`config.mk`:
```
export PLATFORM = sky130hd
export DESIGN_NAME = tcco_timers
export DESIGN_NICKNAME = d
export VERILOG_FILES = /design/src/logic/tcco_pkg.sv /design/src/logic/tcco_timers.sv
export SDC_FILE = /design/constraint.sdc
export NUM_CORES = 1
export LEC_CHECK = 0
export ABC_CLOCK_PERIOD_IN_PS = 4100
export BUFFER_PORTS_ARGS = -buffer_cell sky130_fd_sc_hd__buf_2
export CORE_ASPECT_RATIO = 1.75
export CORE_MARGIN = 10
export CORE_UTILIZATION = 65
export DETAILED_ROUTE_END_ITERATION = 7
export MAX_ROUTING_LAYER = met4
export PLACE_DENSITY = 0.81
export SYNTH_ARGS = -nofsm -noshare
export SYNTH_HDL_FRONTEND = slang
export SYNTH_SLANG_ARGS = --single-unit
```
`constraint.sdc`:
```
create_clock -name sys_clk -period 4.1 [get_ports sys_clk]
set_input_delay 1.23 -clock sys_clk [delete_from_list [all_inputs] [get_ports sys_clk]]
set_output_delay 1.23 -clock sys_clk [all_outputs]
set_load 0.01 [all_outputs]
```
`src/logic/tcco_pkg.sv`:
```
`default_nettype none
package tcco_pkg;

    // ------------------------------------------------------------
    // Register offsets
    // ------------------------------------------------------------
    localparam logic [3:0] ADR_TMODE     = 4'h0;
    localparam logic [3:0] ADR_RUN       = 4'h1;
    localparam logic [3:0] ADR_A_LO      = 4'h2;
    localparam logic [3:0] ADR_A_HI      = 4'h3;
    localparam logic [3:0] ADR_B_LO      = 4'h4;
    localparam logic [3:0] ADR_B_HI      = 4'h5;
    localparam logic [3:0] ADR_C_CTL     = 4'h6;
    localparam logic [3:0] ADR_C_MODE    = 4'h7;
    localparam logic [3:0] ADR_C_RLD_LO  = 4'h8;
    localparam logic [3:0] ADR_C_RLD_HI  = 4'h9;
    localparam logic [3:0] ADR_C_LO      = 4'hA;
    localparam logic [3:0] ADR_C_HI      = 4'hB;
    localparam logic [3:0] ADR_IRQ_STS   = 4'hC;
    localparam logic [3:0] ADR_IRQ_MASK  = 4'hD;
    localparam logic [3:0] ADR_CLK_CFG   = 4'hE;

    // ------------------------------------------------------------
    // Field positions
    // ------------------------------------------------------------
    localparam int A_CNT_BIT  = 2;
    localparam int A_GATE_BIT = 3;
    localparam int B_CNT_BIT  = 6;
    localparam int B_GATE_BIT = 7;
    localparam int RUN_A_BIT  = 0;
    localparam int RUN_B_BIT  = 1;
    localparam int C_CP_BIT   = 0;
    localparam int C_CT_BIT   = 1;
    localparam int C_TR_BIT   = 2;
    localparam int C_EXEN_BIT = 3;
    localparam int C_TCLK_BIT = 4;
    localparam int C_RCLK_BIT = 5;
    localparam int C_OE_BIT   = 1;
    localparam int STS_A_BIT  = 0;
    localparam int STS_B_BIT  = 1;
    localparam int STS_C_BIT  = 2;
    localparam int STS_X_BIT  = 3;
    localparam int SIX_BIT    = 0;

    // ------------------------------------------------------------
    // Reset values and cycle counts
    // ------------------------------------------------------------
    localparam logic [7:0]  REG_RST   = 8'h00;
    localparam logic [15:0] CNT_RST   = 16'h0000;
    localparam logic [3:0]  MC_LAST12 = 4'hB;
    localparam logic [3:0]  MC_LAST6  = 4'h5;

    typedef enum logic [1:0] {
        TCCO_M13   = 2'h0,
        TCCO_M16   = 2'h1,
        TCCO_M8AR  = 2'h2,
        TCCO_SPLIT = 2'h3
    } tcco_mode_t;

    typedef struct packed {
        logic        ovf;
        logic [15:0] val;
    } tcco_step_t;

    function automatic tcco_step_t tcco_step(input tcco_mode_t md,
                                             input logic [15:0] v);
        tcco_step_t  r;
        logic [13:0] s13;
        logic [16:0] s16;
        logic [8:0]  s8;
        s13 = {1'b0, v[15:8], v[4:0]} + 14'h0001;
        s16 = {1'b0, v} + 17'h00001;
        s8  = {1'b0, v[7:0]} + 9'h001;
        case (md)
            TCCO_M13: begin
                r.ovf = s13[13];
                r.val = {s13[12:5], v[7:5], s13[4:0]};
            end
            TCCO_M16: begin
                r.ovf = s16[16];
                r.val = s16[15:0];
            end
            TCCO_M8AR: begin
                r.ovf = s8[8];
                r.val = {v[15:8], s8[8] ? v[15:8] : s8[7:0]};
            end
            default: begin
                r.ovf = s8[8];
                r.val = {v[15:8], s8[7:0]};
            end
        endcase
        return r;
    endfunction

endpackage
`default_nettype wire

```
`src/logic/tcco_timers.sv`:
```
// Summary of operation
// - Three 16-bit timers, each reachable as low and high byte registers.
// - First timer nibble picks modes 0-3, counter use and pin gating.
// - Second timer upper nibble likewise; its mode 3 holds the count.
// - Internal control: first timer runs only while its run bit is set; in mode 3 its high byte runs on the second run bit.
// - External control: first timer also needs its gate pin high.
// - External control: second timer also needs its own gate pin high.
// - Third timer auto-reload or capture, as timer or counter.
// - Trigger pin falling edge reloads or captures, except in baud mode.
// - Third timer overflows give receive and transmit baud ticks.
// - Clock output drives a square wave when counter-select clear.
// - Output toggles per overflow at oscillator over n times span.
// - Reload value is reload high byte above reload low byte.
// - Baud or clock-output overflows raise no interrupt flag.
// - Baud generation and clock output may run together.
// - Clock-output pin also serves as third timer count input.
// - Mode register bit enables the clock-output pin driver.
// - Machine cycle is 12 clocks, or 6 with clock doubling.
//
// Decided for this implementation: the strobed register port and the register offsets.
`timescale 1ns/10ps
`default_nettype none
module tcco_timers
    import tcco_pkg::*;
(
    input  wire logic       sys_clk,
    input  wire logic       arst_n,
    input  wire logic       clk_en,
    input  wire logic [3:0] reg_addr,
    input  wire logic [7:0] reg_wdata,
    input  wire logic       reg_wr,
    input  wire logic       reg_rd,
    output logic      [7:0] reg_rdata,
    input  wire logic       timer_a_gate_pin,
    input  wire logic       timer_b_gate_pin,
    input  wire logic       timer_a_count_pin,
    input  wire logic       timer_b_count_pin,
    input  wire logic       timer_c_trigger_pin,
    input  wire logic       clkout_pin_in,
    output logic            clkout_pin_out,
    output logic            clkout_pin_oe,
    output logic            baud_rx_tick,
    output logic            baud_tx_tick,
    output logic            irq
);

    // ------------------------------------------------------------
    // Registers
    // ------------------------------------------------------------
    logic [7:0]  timer_mode_select_reg;
    logic [1:0]  run_r;
    logic [5:0]  third_timer_control_reg;
    logic        third_timer_mode_reg;
    logic        six_clk_r;
    logic [15:0] ta_r;
    logic [15:0] tb_r;
    logic [15:0] tc_r;
    logic [15:0] rld_r;
    logic [3:0]  sts_r;
    logic [3:0]  mask_r;
    logic [3:0]  mc_r;
    logic        a_cnt_prev_r;
    logic        b_cnt_prev_r;
    logic        c_cnt_prev_r;
    logic        trig_prev_r;
    logic        clk_out_r;
    logic        rx_tick_r;
    logic        tx_tick_r;
    logic [7:0]  rdata_r;

    logic timer_a_run;
    logic timer_b_run;
    logic timer_c_run;
    logic timer_c_counter_select;
    logic timer_c_output_enable;
    logic [7:0] timer_c_reload_high;
    logic [7:0] timer_c_reload_low;

    assign timer_a_run            = run_r[RUN_A_BIT];
    assign timer_b_run            = run_r[RUN_B_BIT];
    assign timer_c_run            = third_timer_control_reg[C_TR_BIT];
    assign timer_c_counter_select = third_timer_control_reg[C_CT_BIT];
    assign timer_c_output_enable  = third_timer_mode_reg;
    assign timer_c_reload_high    = rld_r[15:8];
    assign timer_c_reload_low     = rld_r[7:0];

    logic wr_tmode;
    logic wr_a_lo;
    logic wr_a_hi;
    logic wr_b_lo;
    logic wr_b_hi;
    logic wr_c_lo;
    logic wr_c_hi;

    assign wr_tmode = reg_wr && reg_addr == ADR_TMODE;
    assign wr_a_lo  = reg_wr && reg_addr == ADR_A_LO;
    assign wr_a_hi  = reg_wr && reg_addr == ADR_A_HI;
    assign wr_b_lo  = reg_wr && reg_addr == ADR_B_LO;
    assign wr_b_hi  = reg_wr && reg_addr == ADR_B_HI;
    assign wr_c_lo  = reg_wr && reg_addr == ADR_C_LO;
    assign wr_c_hi  = reg_wr && reg_addr == ADR_C_HI;

    always_ff @(posedge sys_clk or negedge arst_n) begin
        if (!arst_n) begin
            timer_mode_select_reg   <= REG_RST;
            run_r                   <= 2'h0;
            third_timer_control_reg <= 6'h00;
            third_timer_mode_reg    <= 1'b0;
            six_clk_r               <= 1'b0;
            mask_r                  <= 4'h0;
        end else if (clk_en && reg_wr) begin
            case (reg_addr)
                ADR_TMODE:    timer_mode_select_reg <= reg_wdata;
                ADR_RUN:      run_r <= reg_wdata[1:0];
                ADR_C_CTL:    third_timer_control_reg <= reg_wdata[5:0];
                ADR_C_MODE:   third_timer_mode_reg <= reg_wdata[C_OE_BIT];
                ADR_CLK_CFG:  six_clk_r <= reg_wdata[SIX_BIT];
                ADR_IRQ_MASK: mask_r <= reg_wdata[3:0];
                default: ;
            endcase
        end
    end

    // ------------------------------------------------------------
    // Machine cycle and pin edges
    // ------------------------------------------------------------
    logic mc_tick;
    logic fast_tick;

    // A fresh doubling setting takes effect at once; a count already past 5 runs on to 15 and wraps first.
    assign mc_tick   = mc_r == (six_clk_r ? MC_LAST6 : MC_LAST12);
    assign fast_tick = six_clk_r | mc_r[0];

    always_ff @(posedge sys_clk or negedge arst_n) begin
        if (!arst_n) begin
            mc_r <= 4'h0;
        end else if (clk_en) begin
            mc_r <= mc_tick ? 4'h0 : mc_r + 4'h1;
        end
    end

    always_ff @(posedge sys_clk or negedge arst_n) begin
        if (!arst_n) begin
            a_cnt_prev_r <= 1'b0;
            b_cnt_prev_r <= 1'b0;
            c_cnt_prev_r <= 1'b0;
            trig_prev_r  <= 1'b0;
        end else if (clk_en) begin
            a_cnt_prev_r <= timer_a_count_pin;
            b_cnt_prev_r <= timer_b_count_pin;
            c_cnt_prev_r <= clkout_pin_in;
            trig_prev_r  <= timer_c_trigger_pin;
        end
    end

    logic a_fall;
    logic b_fall;
    logic c_fall;
    logic trig_fall;

    assign a_fall    = a_cnt_prev_r & ~timer_a_count_pin;
    assign b_fall    = b_cnt_prev_r & ~timer_b_count_pin;
    assign c_fall    = c_cnt_prev_r & ~clkout_pin_in;
    assign trig_fall = trig_prev_r & ~timer_c_trigger_pin;

    // ------------------------------------------------------------
    // First and second timers
    // ------------------------------------------------------------
    tcco_mode_t a_mode;
    tcco_mode_t b_mode;
    logic       a_split;
    logic       ta_en;
    logic       th_en;
    logic       tb_en;
    tcco_step_t sa;
    tcco_step_t sb;

    assign a_mode  = tcco_mode_t'(timer_mode_select_reg[1:0]);
    assign b_mode  = tcco_mode_t'(timer_mode_select_reg[5:4]);
    assign a_split = a_mode == TCCO_SPLIT;
    assign sa      = tcco_step(a_mode, ta_r);
    assign sb      = tcco_step(b_mode, tb_r);

    assign ta_en = timer_a_run
        & (~timer_mode_select_reg[A_GATE_BIT] | timer_a_gate_pin)
        & (timer_mode_select_reg[A_CNT_BIT] ? a_fall : mc_tick);
    // In split mode the high byte borrows the second run bit.
    assign th_en = a_split & timer_b_run & mc_tick;
    assign tb_en = timer_b_run & (b_mode != TCCO_SPLIT)
        & (~timer_mode_select_reg[B_GATE_BIT] | timer_b_gate_pin)
        & (timer_mode_select_reg[B_CNT_BIT] ? b_fall : mc_tick);

    always_ff @(posedge sys_clk or negedge arst_n) begin
        if (!arst_n) begin
            ta_r <= CNT_RST;
        end else if (clk_en) begin
            if (wr_a_lo) begin
                ta_r[7:0] <= reg_wdata;
            end else if (ta_en) begin
                ta_r[7:0] <= sa.val[7:0];
            end
            if (wr_a_hi) begin
                ta_r[15:8] <= reg_wdata;
            end else if (th_en) begin
                ta_r[15:8] <= ta_r[15:8] + 8'h01;
            end else if (ta_en && !a_split) begin
                ta_r[15:8] <= sa.val[15:8];
            end
        end
    end

    always_ff @(posedge sys_clk or negedge arst_n) begin
        if (!arst_n) begin
            tb_r <= CNT_RST;
        end else if (clk_en) begin
            if (wr_b_lo) begin
                tb_r[7:0] <= reg_wdata;
            end else if (tb_en) begin
                tb_r[7:0] <= sb.val[7:0];
            end
            if (wr_b_hi) begin
                tb_r[15:8] <= reg_wdata;
            end else if (tb_en) begin
                tb_r[15:8] <= sb.val[15:8];
            end
        end
    end

    // ------------------------------------------------------------
    // Third timer
    // ------------------------------------------------------------
    logic baud;
    logic clkout_mode;
    logic c_en;
    logic c_ovf;
    logic c_reload_ovf;
    logic ext_ev;
    logic ext_act;
    logic cp;

    assign cp          = third_timer_control_reg[C_CP_BIT];
    assign baud        = third_timer_control_reg[C_RCLK_BIT]
                       | third_timer_control_reg[C_TCLK_BIT];
    assign clkout_mode = timer_c_output_enable
                       & ~timer_c_counter_select;
    // Baud and clock output both use the fast prescale.
    assign c_en = timer_c_run & (timer_c_counter_select ? c_fall
                : ((baud | clkout_mode) ? fast_tick : mc_tick));
    assign c_ovf        = c_en && tc_r == 16'hFFFF;
    assign c_reload_ovf = c_ovf & (baud | clkout_mode | ~cp);
    assign ext_ev  = third_timer_control_reg[C_EXEN_BIT] & trig_fall;
    assign ext_act = ext_ev & ~baud;

    always_ff @(posedge sys_clk or negedge arst_n) begin
        if (!arst_n) begin
            tc_r <= CNT_RST;
        end else if (clk_en) begin
            if (wr_c_lo || wr_c_hi) begin
                if (wr_c_lo) begin
                    tc_r[7:0] <= reg_wdata;
                end
                if (wr_c_hi) begin
                    tc_r[15:8] <= reg_wdata;
                end
            end else if (c_reload_ovf || (ext_act && !cp)) begin
                tc_r <= {timer_c_reload_high, timer_c_reload_low};
            end else if (c_en) begin
                tc_r <= tc_r + 16'h0001;
            end
        end
    end

    always_ff @(posedge sys_clk or negedge arst_n) begin
        if (!arst_n) begin
            rld_r <= CNT_RST;
        end else if (clk_en) begin
            if (reg_wr && reg_addr == ADR_C_RLD_LO) begin
                rld_r[7:0] <= reg_wdata;
            end else if (reg_wr && reg_addr == ADR_C_RLD_HI) begin
                rld_r[15:8] <= reg_wdata;
            end else if (ext_act && cp) begin
                rld_r <= tc_r;
            end
        end
    end

    // Two overflows per output period give the n factor of 2 or 4.
    always_ff @(posedge sys_clk or negedge arst_n) begin
        if (!arst_n) begin
            clk_out_r <= 1'b0;
        end else if (clk_en && c_ovf && clkout_mode) begin
            clk_out_r <= ~clk_out_r;
        end
    end

    always_ff @(posedge sys_clk or negedge arst_n) begin
        if (!arst_n) begin
            rx_tick_r <= 1'b0;
            tx_tick_r <= 1'b0;
        end else if (clk_en) begin
            rx_tick_r <= c_ovf & third_timer_control_reg[C_RCLK_BIT];
            tx_tick_r <= c_ovf & third_timer_control_reg[C_TCLK_BIT];
        end
    end

    assign clkout_pin_out = clk_out_r;
    assign clkout_pin_oe  = clkout_mode;
    assign baud_rx_tick   = rx_tick_r;
    assign baud_tx_tick   = tx_tick_r;

    // ------------------------------------------------------------
    // Interrupt flags
    // ------------------------------------------------------------
    logic [3:0] sts_set;

    assign sts_set[STS_A_BIT] = ta_en & sa.ovf;
    assign sts_set[STS_B_BIT] = a_split ? (th_en && ta_r[15:8] == 8'hFF)
                              : (tb_en & sb.ovf);
    assign sts_set[STS_C_BIT] = c_ovf & ~baud & ~clkout_mode;
    assign sts_set[STS_X_BIT] = ext_ev;

    // A flag raised in the same cycle as its clear survives.
    always_ff @(posedge sys_clk or negedge arst_n) begin
        if (!arst_n) begin
            sts_r <= 4'h0;
        end else if (clk_en) begin
            if (reg_wr && reg_addr == ADR_IRQ_STS) begin
                sts_r <= (sts_r & ~reg_wdata[3:0]) | sts_set;
            end else begin
                sts_r <= sts_r | sts_set;
            end
        end
    end

    assign irq = |(sts_r & mask_r);

    // ------------------------------------------------------------
    // Read port
    // ------------------------------------------------------------
    always_ff @(posedge sys_clk or negedge arst_n) begin
        if (!arst_n) begin
            rdata_r <= REG_RST;
        end else if (clk_en) begin
            if (reg_rd) begin
                case (reg_addr)
                    ADR_TMODE:    rdata_r <= timer_mode_select_reg;
                    ADR_RUN:      rdata_r <= {6'h00, run_r};
                    ADR_A_LO:     rdata_r <= ta_r[7:0];
                    ADR_A_HI:     rdata_r <= ta_r[15:8];
                    ADR_B_LO:     rdata_r <= tb_r[7:0];
                    ADR_B_HI:     rdata_r <= tb_r[15:8];
                    ADR_C_CTL:    rdata_r <= {sts_r[STS_C_BIT],
                                      sts_r[STS_X_BIT],
                                      third_timer_control_reg};
                    ADR_C_MODE:   rdata_r <= {6'h00, third_timer_mode_reg,
                                      1'b0};
                    ADR_C_RLD_LO: rdata_r <= timer_c_reload_low;
                    ADR_C_RLD_HI: rdata_r <= timer_c_reload_high;
                    ADR_C_LO:     rdata_r <= tc_r[7:0];
                    ADR_C_HI:     rdata_r <= tc_r[15:8];
                    ADR_IRQ_STS:  rdata_r <= {4'h0, sts_r};
                    ADR_IRQ_MASK: rdata_r <= {4'h0, mask_r};
                    ADR_CLK_CFG:  rdata_r <= {7'h00, six_clk_r};
                    default:      rdata_r <= 8'h00;
                endcase
            end else begin
                rdata_r <= 8'h00;
            end
        end
    end

    assign reg_rdata = rdata_r;

    // ------------------------------------------------------------
    // Checks
    // ------------------------------------------------------------
    AST_A_HALT: assert property (@(posedge sys_clk)
        disable iff (!arst_n)
        clk_en && !timer_a_run && !reg_wr |=> $stable(ta_r[7:0])
        && (a_split || $stable(ta_r[15:8])))
        else $error("First timer moved while its run bit was clear.");

    AST_A_GATE: assert property (@(posedge sys_clk)
        disable iff (!arst_n)
        clk_en && timer_mode_select_reg[A_GATE_BIT] && !timer_a_gate_pin
        && !reg_wr |=> $stable(ta_r[7:0]))
        else $error("First timer counted with its gate pin low.");

    AST_B_MODE3: assert property (@(posedge sys_clk)
        disable iff (!arst_n)
        clk_en && b_mode == TCCO_SPLIT && !reg_wr |=> $stable(tb_r))
        else $error("Second timer counted in its halted mode.");

    AST_CLKOUT_TOGGLE: assert property (@(posedge sys_clk)
        disable iff (!arst_n)
        $changed(clk_out_r) |-> $past(c_ovf && clkout_mode && clk_en))
        else $error("Clock output toggled without an overflow.");

    AST_NO_C_FLAG: assert property (@(posedge sys_clk)
        disable iff (!arst_n)
        clk_en && c_ovf && (baud || clkout_mode)
        && !(ext_ev) |=> !$rose(sts_r[STS_C_BIT]))
        else $error("Overflow flag set in baud or clock-output use.");

    AST_C_RELOAD: assert property (@(posedge sys_clk)
        disable iff (!arst_n)
        clk_en && c_ovf && !cp && !reg_wr |=> tc_r == $past(rld_r))
        else $error("Third timer missed its reload on overflow.");

    AST_TRIG_CAPTURE: assert property (@(posedge sys_clk)
        disable iff (!arst_n)
        clk_en && ext_act && cp && !reg_wr |=> rld_r == $past(tc_r))
        else $error("Trigger edge did not capture the count.");

    AST_BAUD_TICK: assert property (@(posedge sys_clk)
        disable iff (!arst_n)
        clk_en && c_ovf && third_timer_control_reg[C_RCLK_BIT]
        |=> baud_rx_tick ##1 (!$past(clk_en) || !baud_rx_tick
        || $past(c_ovf && third_timer_control_reg[C_RCLK_BIT])))
        else $error("Receive baud tick missing or stretched.");

    AST_C_COUNT: assert property (@(posedge sys_clk)
        disable iff (!arst_n)
        clk_en && timer_c_run && timer_c_counter_select && c_fall
        && !c_ovf && !ext_act && !reg_wr |=> tc_r == $past(tc_r) + 16'h0001)
        else $error("Third timer missed a count edge.");

endmodule
`default_nettype wire

```
==> impl_metrics.json <==
{
  "status": "completed",
  "hold_path_depth": 1,
  "rows": 53,
  "relSlewSlack_pct": 25.2,
  "reg2reg_depth": 7,
  "final.setup.tns_ns": 0,
  "layout.nets": 960,
  "rr_endpoint": "tc_r[8]",
  "synthArstFlopShare_pct": 100,
  "port_buffers": 35,
  "via_count": 8098,
  "hold_end": "clkout_pin_out",
  "grt_use_total_pct": 36.2,
  "syn_avg_cell_area_sq_um": 8.51,
  "first_pass_iters": 6,
  "rsz0062_at_grt": "false",
  "synth_edf_count": 0,
  "ys_ff_latch": 109,
  "insertedDiodeCount": 0,
  "grt_pass1_vias": 8158,
  "path_buf_inv": 1,
  "finalMaxSlewViolations": 0,
  "dp_hpwl_mm": 21.4,
  "critPathSlowestCell": "nor2b_1",
  "synth_area_leaders": "dfrtp_1, mux2_2, nand2_1, nor2_1, a21oi_1",
  "rrSetupSlack_ns": 1.29,
  "clockRootBuffer": "clkbuf_16",
  "start_kind": "input port",
  "worstPathCellList": "buf_2, nor2b_1, and3_1, nor2_2, a21oi_4, nand2_2, o41ai_2",
  "ir_drop_v": 0.000359,
  "crit_type": "in -> reg",
  "drc": 0,
  "io_pins": 36,
  "cts.sinks": 109,
  "power_frac_comb_pct": 31.1,
  "clkPwrFrac_pct": 21.5,
  "finalSetupViolations": 0,
  "hold_buffers": 0,
  "cp_top_family": "simple AND/OR/NAND/NOR gates",
  "power.density_mw_per_mm2": 485,
  "fmax_mhz": 315,
  "die_w_microns": 103,
  "synth_top_area_share_pct": 34.6,
  "dr.first_iter.drc_count": 1023,
  "ctsHtreeMaxLevel": 3,
  "postCtsSetupBuffers": 0,
  "synth_area_sq_mm": 0.00789,
  "seqPwrFrac_pct": 47.5,
  "cts_tree": "built",
  "yosysUniqueCellTypes": 86,
  "hold_start": "clkout_pin_out",
  "worstPathMaxFanout": 24,
  "tightest_slew_ns": 1.11,
  "fp.dieH_microns": 166,
  "design.die.area_sq_mm": 0.0171,
  "routed_wl_mm": 29.4,
  "vias_per_cell": 7.54,
  "core_area_sq_mm": 0.0119,
  "fin_crit_ns": 3.18,
  "drt.antenna.violating_nets": 0,
  "p_sw_uw": 1740,
  "synth_fp_nets": 956,
  "final_hold_viol_count": 0,
  "synth_flop_cell": "dfrtp_1",
  "power_leakage_uw": 0.00352,
  "cts_buffer_depth": 2,
  "grt_overflow": 0,
  "fin_skew_ns": 0.0105,
  "clk_latency_ns": 0.36,
  "final_layout_size_suffix_gt1_share_pct": 14.5,
  "critPathMaxStageDelay_ns": 0.44,
  "cts_resized": 0,
  "netlist.top_cell.by_area": "dfrtp_1",
  "p_int_uw": 2350,
  "postLayoutCellArea_sq_mm": 0.00843,
  "cap_violations": 0,
  "start_util_pct": 66.1,
  "required_ns": 4.36,
  "gp_congestion": 1.11,
  "place_area_sq_mm": 0.00814,
  "clk_pin_slew_ns": 0.08,
  "grt_pass1_wl_mm": 46.4,
  "ys_seq_area_share_pct": 34.6,
  "syn_to_final_growth_pct": 6.80,
  "yosys_warnings": 0,
  "cts-buffers-inserted": 9,
  "grt_start_max_net_pins": 63,
  "antenna_found_initial": 0,
  "hold_path_class": "reg -> reg",
  "cp-end-kind": "flip-flop",
  "switching_share_pct": 42.5,
  "timing.rr.start": "third_timer_control_reg[1]",
  "cp_data_arrival_time_ns": 3.44,
  "wl_per_cell_microns": 27.4,
  "timing.final.crit_share_pct": 77.5,
  "postSynthCellCount": 928
}
## metal layers
layer	wire [microns]	up-vias	GRT usage (%)
met2	14200	603	56.0
met3	3070	174	7.25
li1	-	3486	-
met5	0	-	-
met1	9700	3835	40.2
met4	2420	0	26.1
## cell families (layout without fill, tap and decap cells)
logic type / after synthesis / count (layout) / synth area share, %
compound gates: 300 / 300 / 26.0
xor+xnor: 24 / 24 / 2.66
fa+ha+maj: 5 / 5 / 0.793
buf+inv: 93 / 102 / 4.88
flops: 109 / 109 / 34.6
mux: 71 / 71 / 10.3
simple gates: 326 / 326 / 20.8
## cells in the mapped netlist (6+ instances only)
library cell,number
dfrtp_1,109
buf_2,13
and3_1,13
o211ai_1,11
nor4_1,8
or3_1,7
nor2b_1,11
a21o_1,7
inv_1,30
o21ai_0,58
nor3_1,14
mux2i_1,28
a32oi_1,9
xnor2_1,12
nand3_1,41
a22o_1,10
a21oi_1,62
nor2_1,85
nand2_1,91
nand2b_1,6
xor2_1,12
a31oi_1,21
clkbuf_1,41
a211oi_1,6
a22oi_1,15
mux2_2,39
o21a_1,7
o22ai_1,21
nand4_1,16
## how the worst max path moves through the flow
| stage | from | to | slack (ns) | cells past startpoint |
|---|---|---|---|---|
| CTS | reg_addr[2] | tb_r[11] | 1.03 | 6 |
| floorplan | reg_addr[3] | tc_r[11] | 1.27 | 7 |
| global route | reg_addr[3] | tb_r[11] | 0.77 | 6 |
| finish | reg_addr[1] | tc_r[8] | 0.92 | 7 |
| detailed placement | reg_addr[1] | tc_r[8] | 0.64 | 7 |
| global placement | reg_addr[1] | tc_r[8] | 0.65 | 7 |
## layout make-up
cell class              count  area (sq um)
clock buffers               9           225
flip-flops and latches    109          2730
well taps                 137           171
clock inverters             7          65.1
inverters                  30           113
multi-input cells         726          4780
repair buffers             56           348
fillers                   965          3510
## cell usage in the layout, fill, tap and decap left out, types with 28 or more instances in the layout
| cell type | Yosys | layout |
|---|---|---|
| inv_1 | 30 | 30 |
| nand2_1 | 91 | 91 |
| a21oi_1 | 62 | 62 |
| mux2_2 | 39 | 39 |
| mux2i_1 | 28 | 28 |
| nand3_1 | 41 | 41 |
| nor2_1 | 85 | 85 |
| o21ai_0 | 58 | 58 |
| buf_2 | 13 | 34 |
| dfrtp_1 | 109 | 109 |
## through the flow
stage | total power [uW] | instances | setup WS, ns | util, % | hold slack (ns)
4_1_cts | 4010 | 1074 | 1.03 | 70.6 | 0.509
3_5_place_dp | 3140 | 1058 | 0.641 | 68.2 | 0.490
2_1_floorplan | 2640 | 928 | 1.27 | - | 0.465
6_report | 4090 | 1074 | 0.923 | 70.6 | 0.512
3_3_place_gp | 3090 | 1058 | 0.646 | 68.2 | 0.455
5_1_grt | 4290 | 1074 | 0.770 | 70.6 | 0.518
## power groups by stage
stage,Combinational (uW),Clock (uW),Sequential [uW]
finish,1270,879,1940
global route,1400,928,1960
CTS,1240,877,1890
detailed placement,1230,0,1910
global placement,1190,0,1890
floorplan,1020,0,1610
No activity file was read; power rests on OpenSTA's default activity.
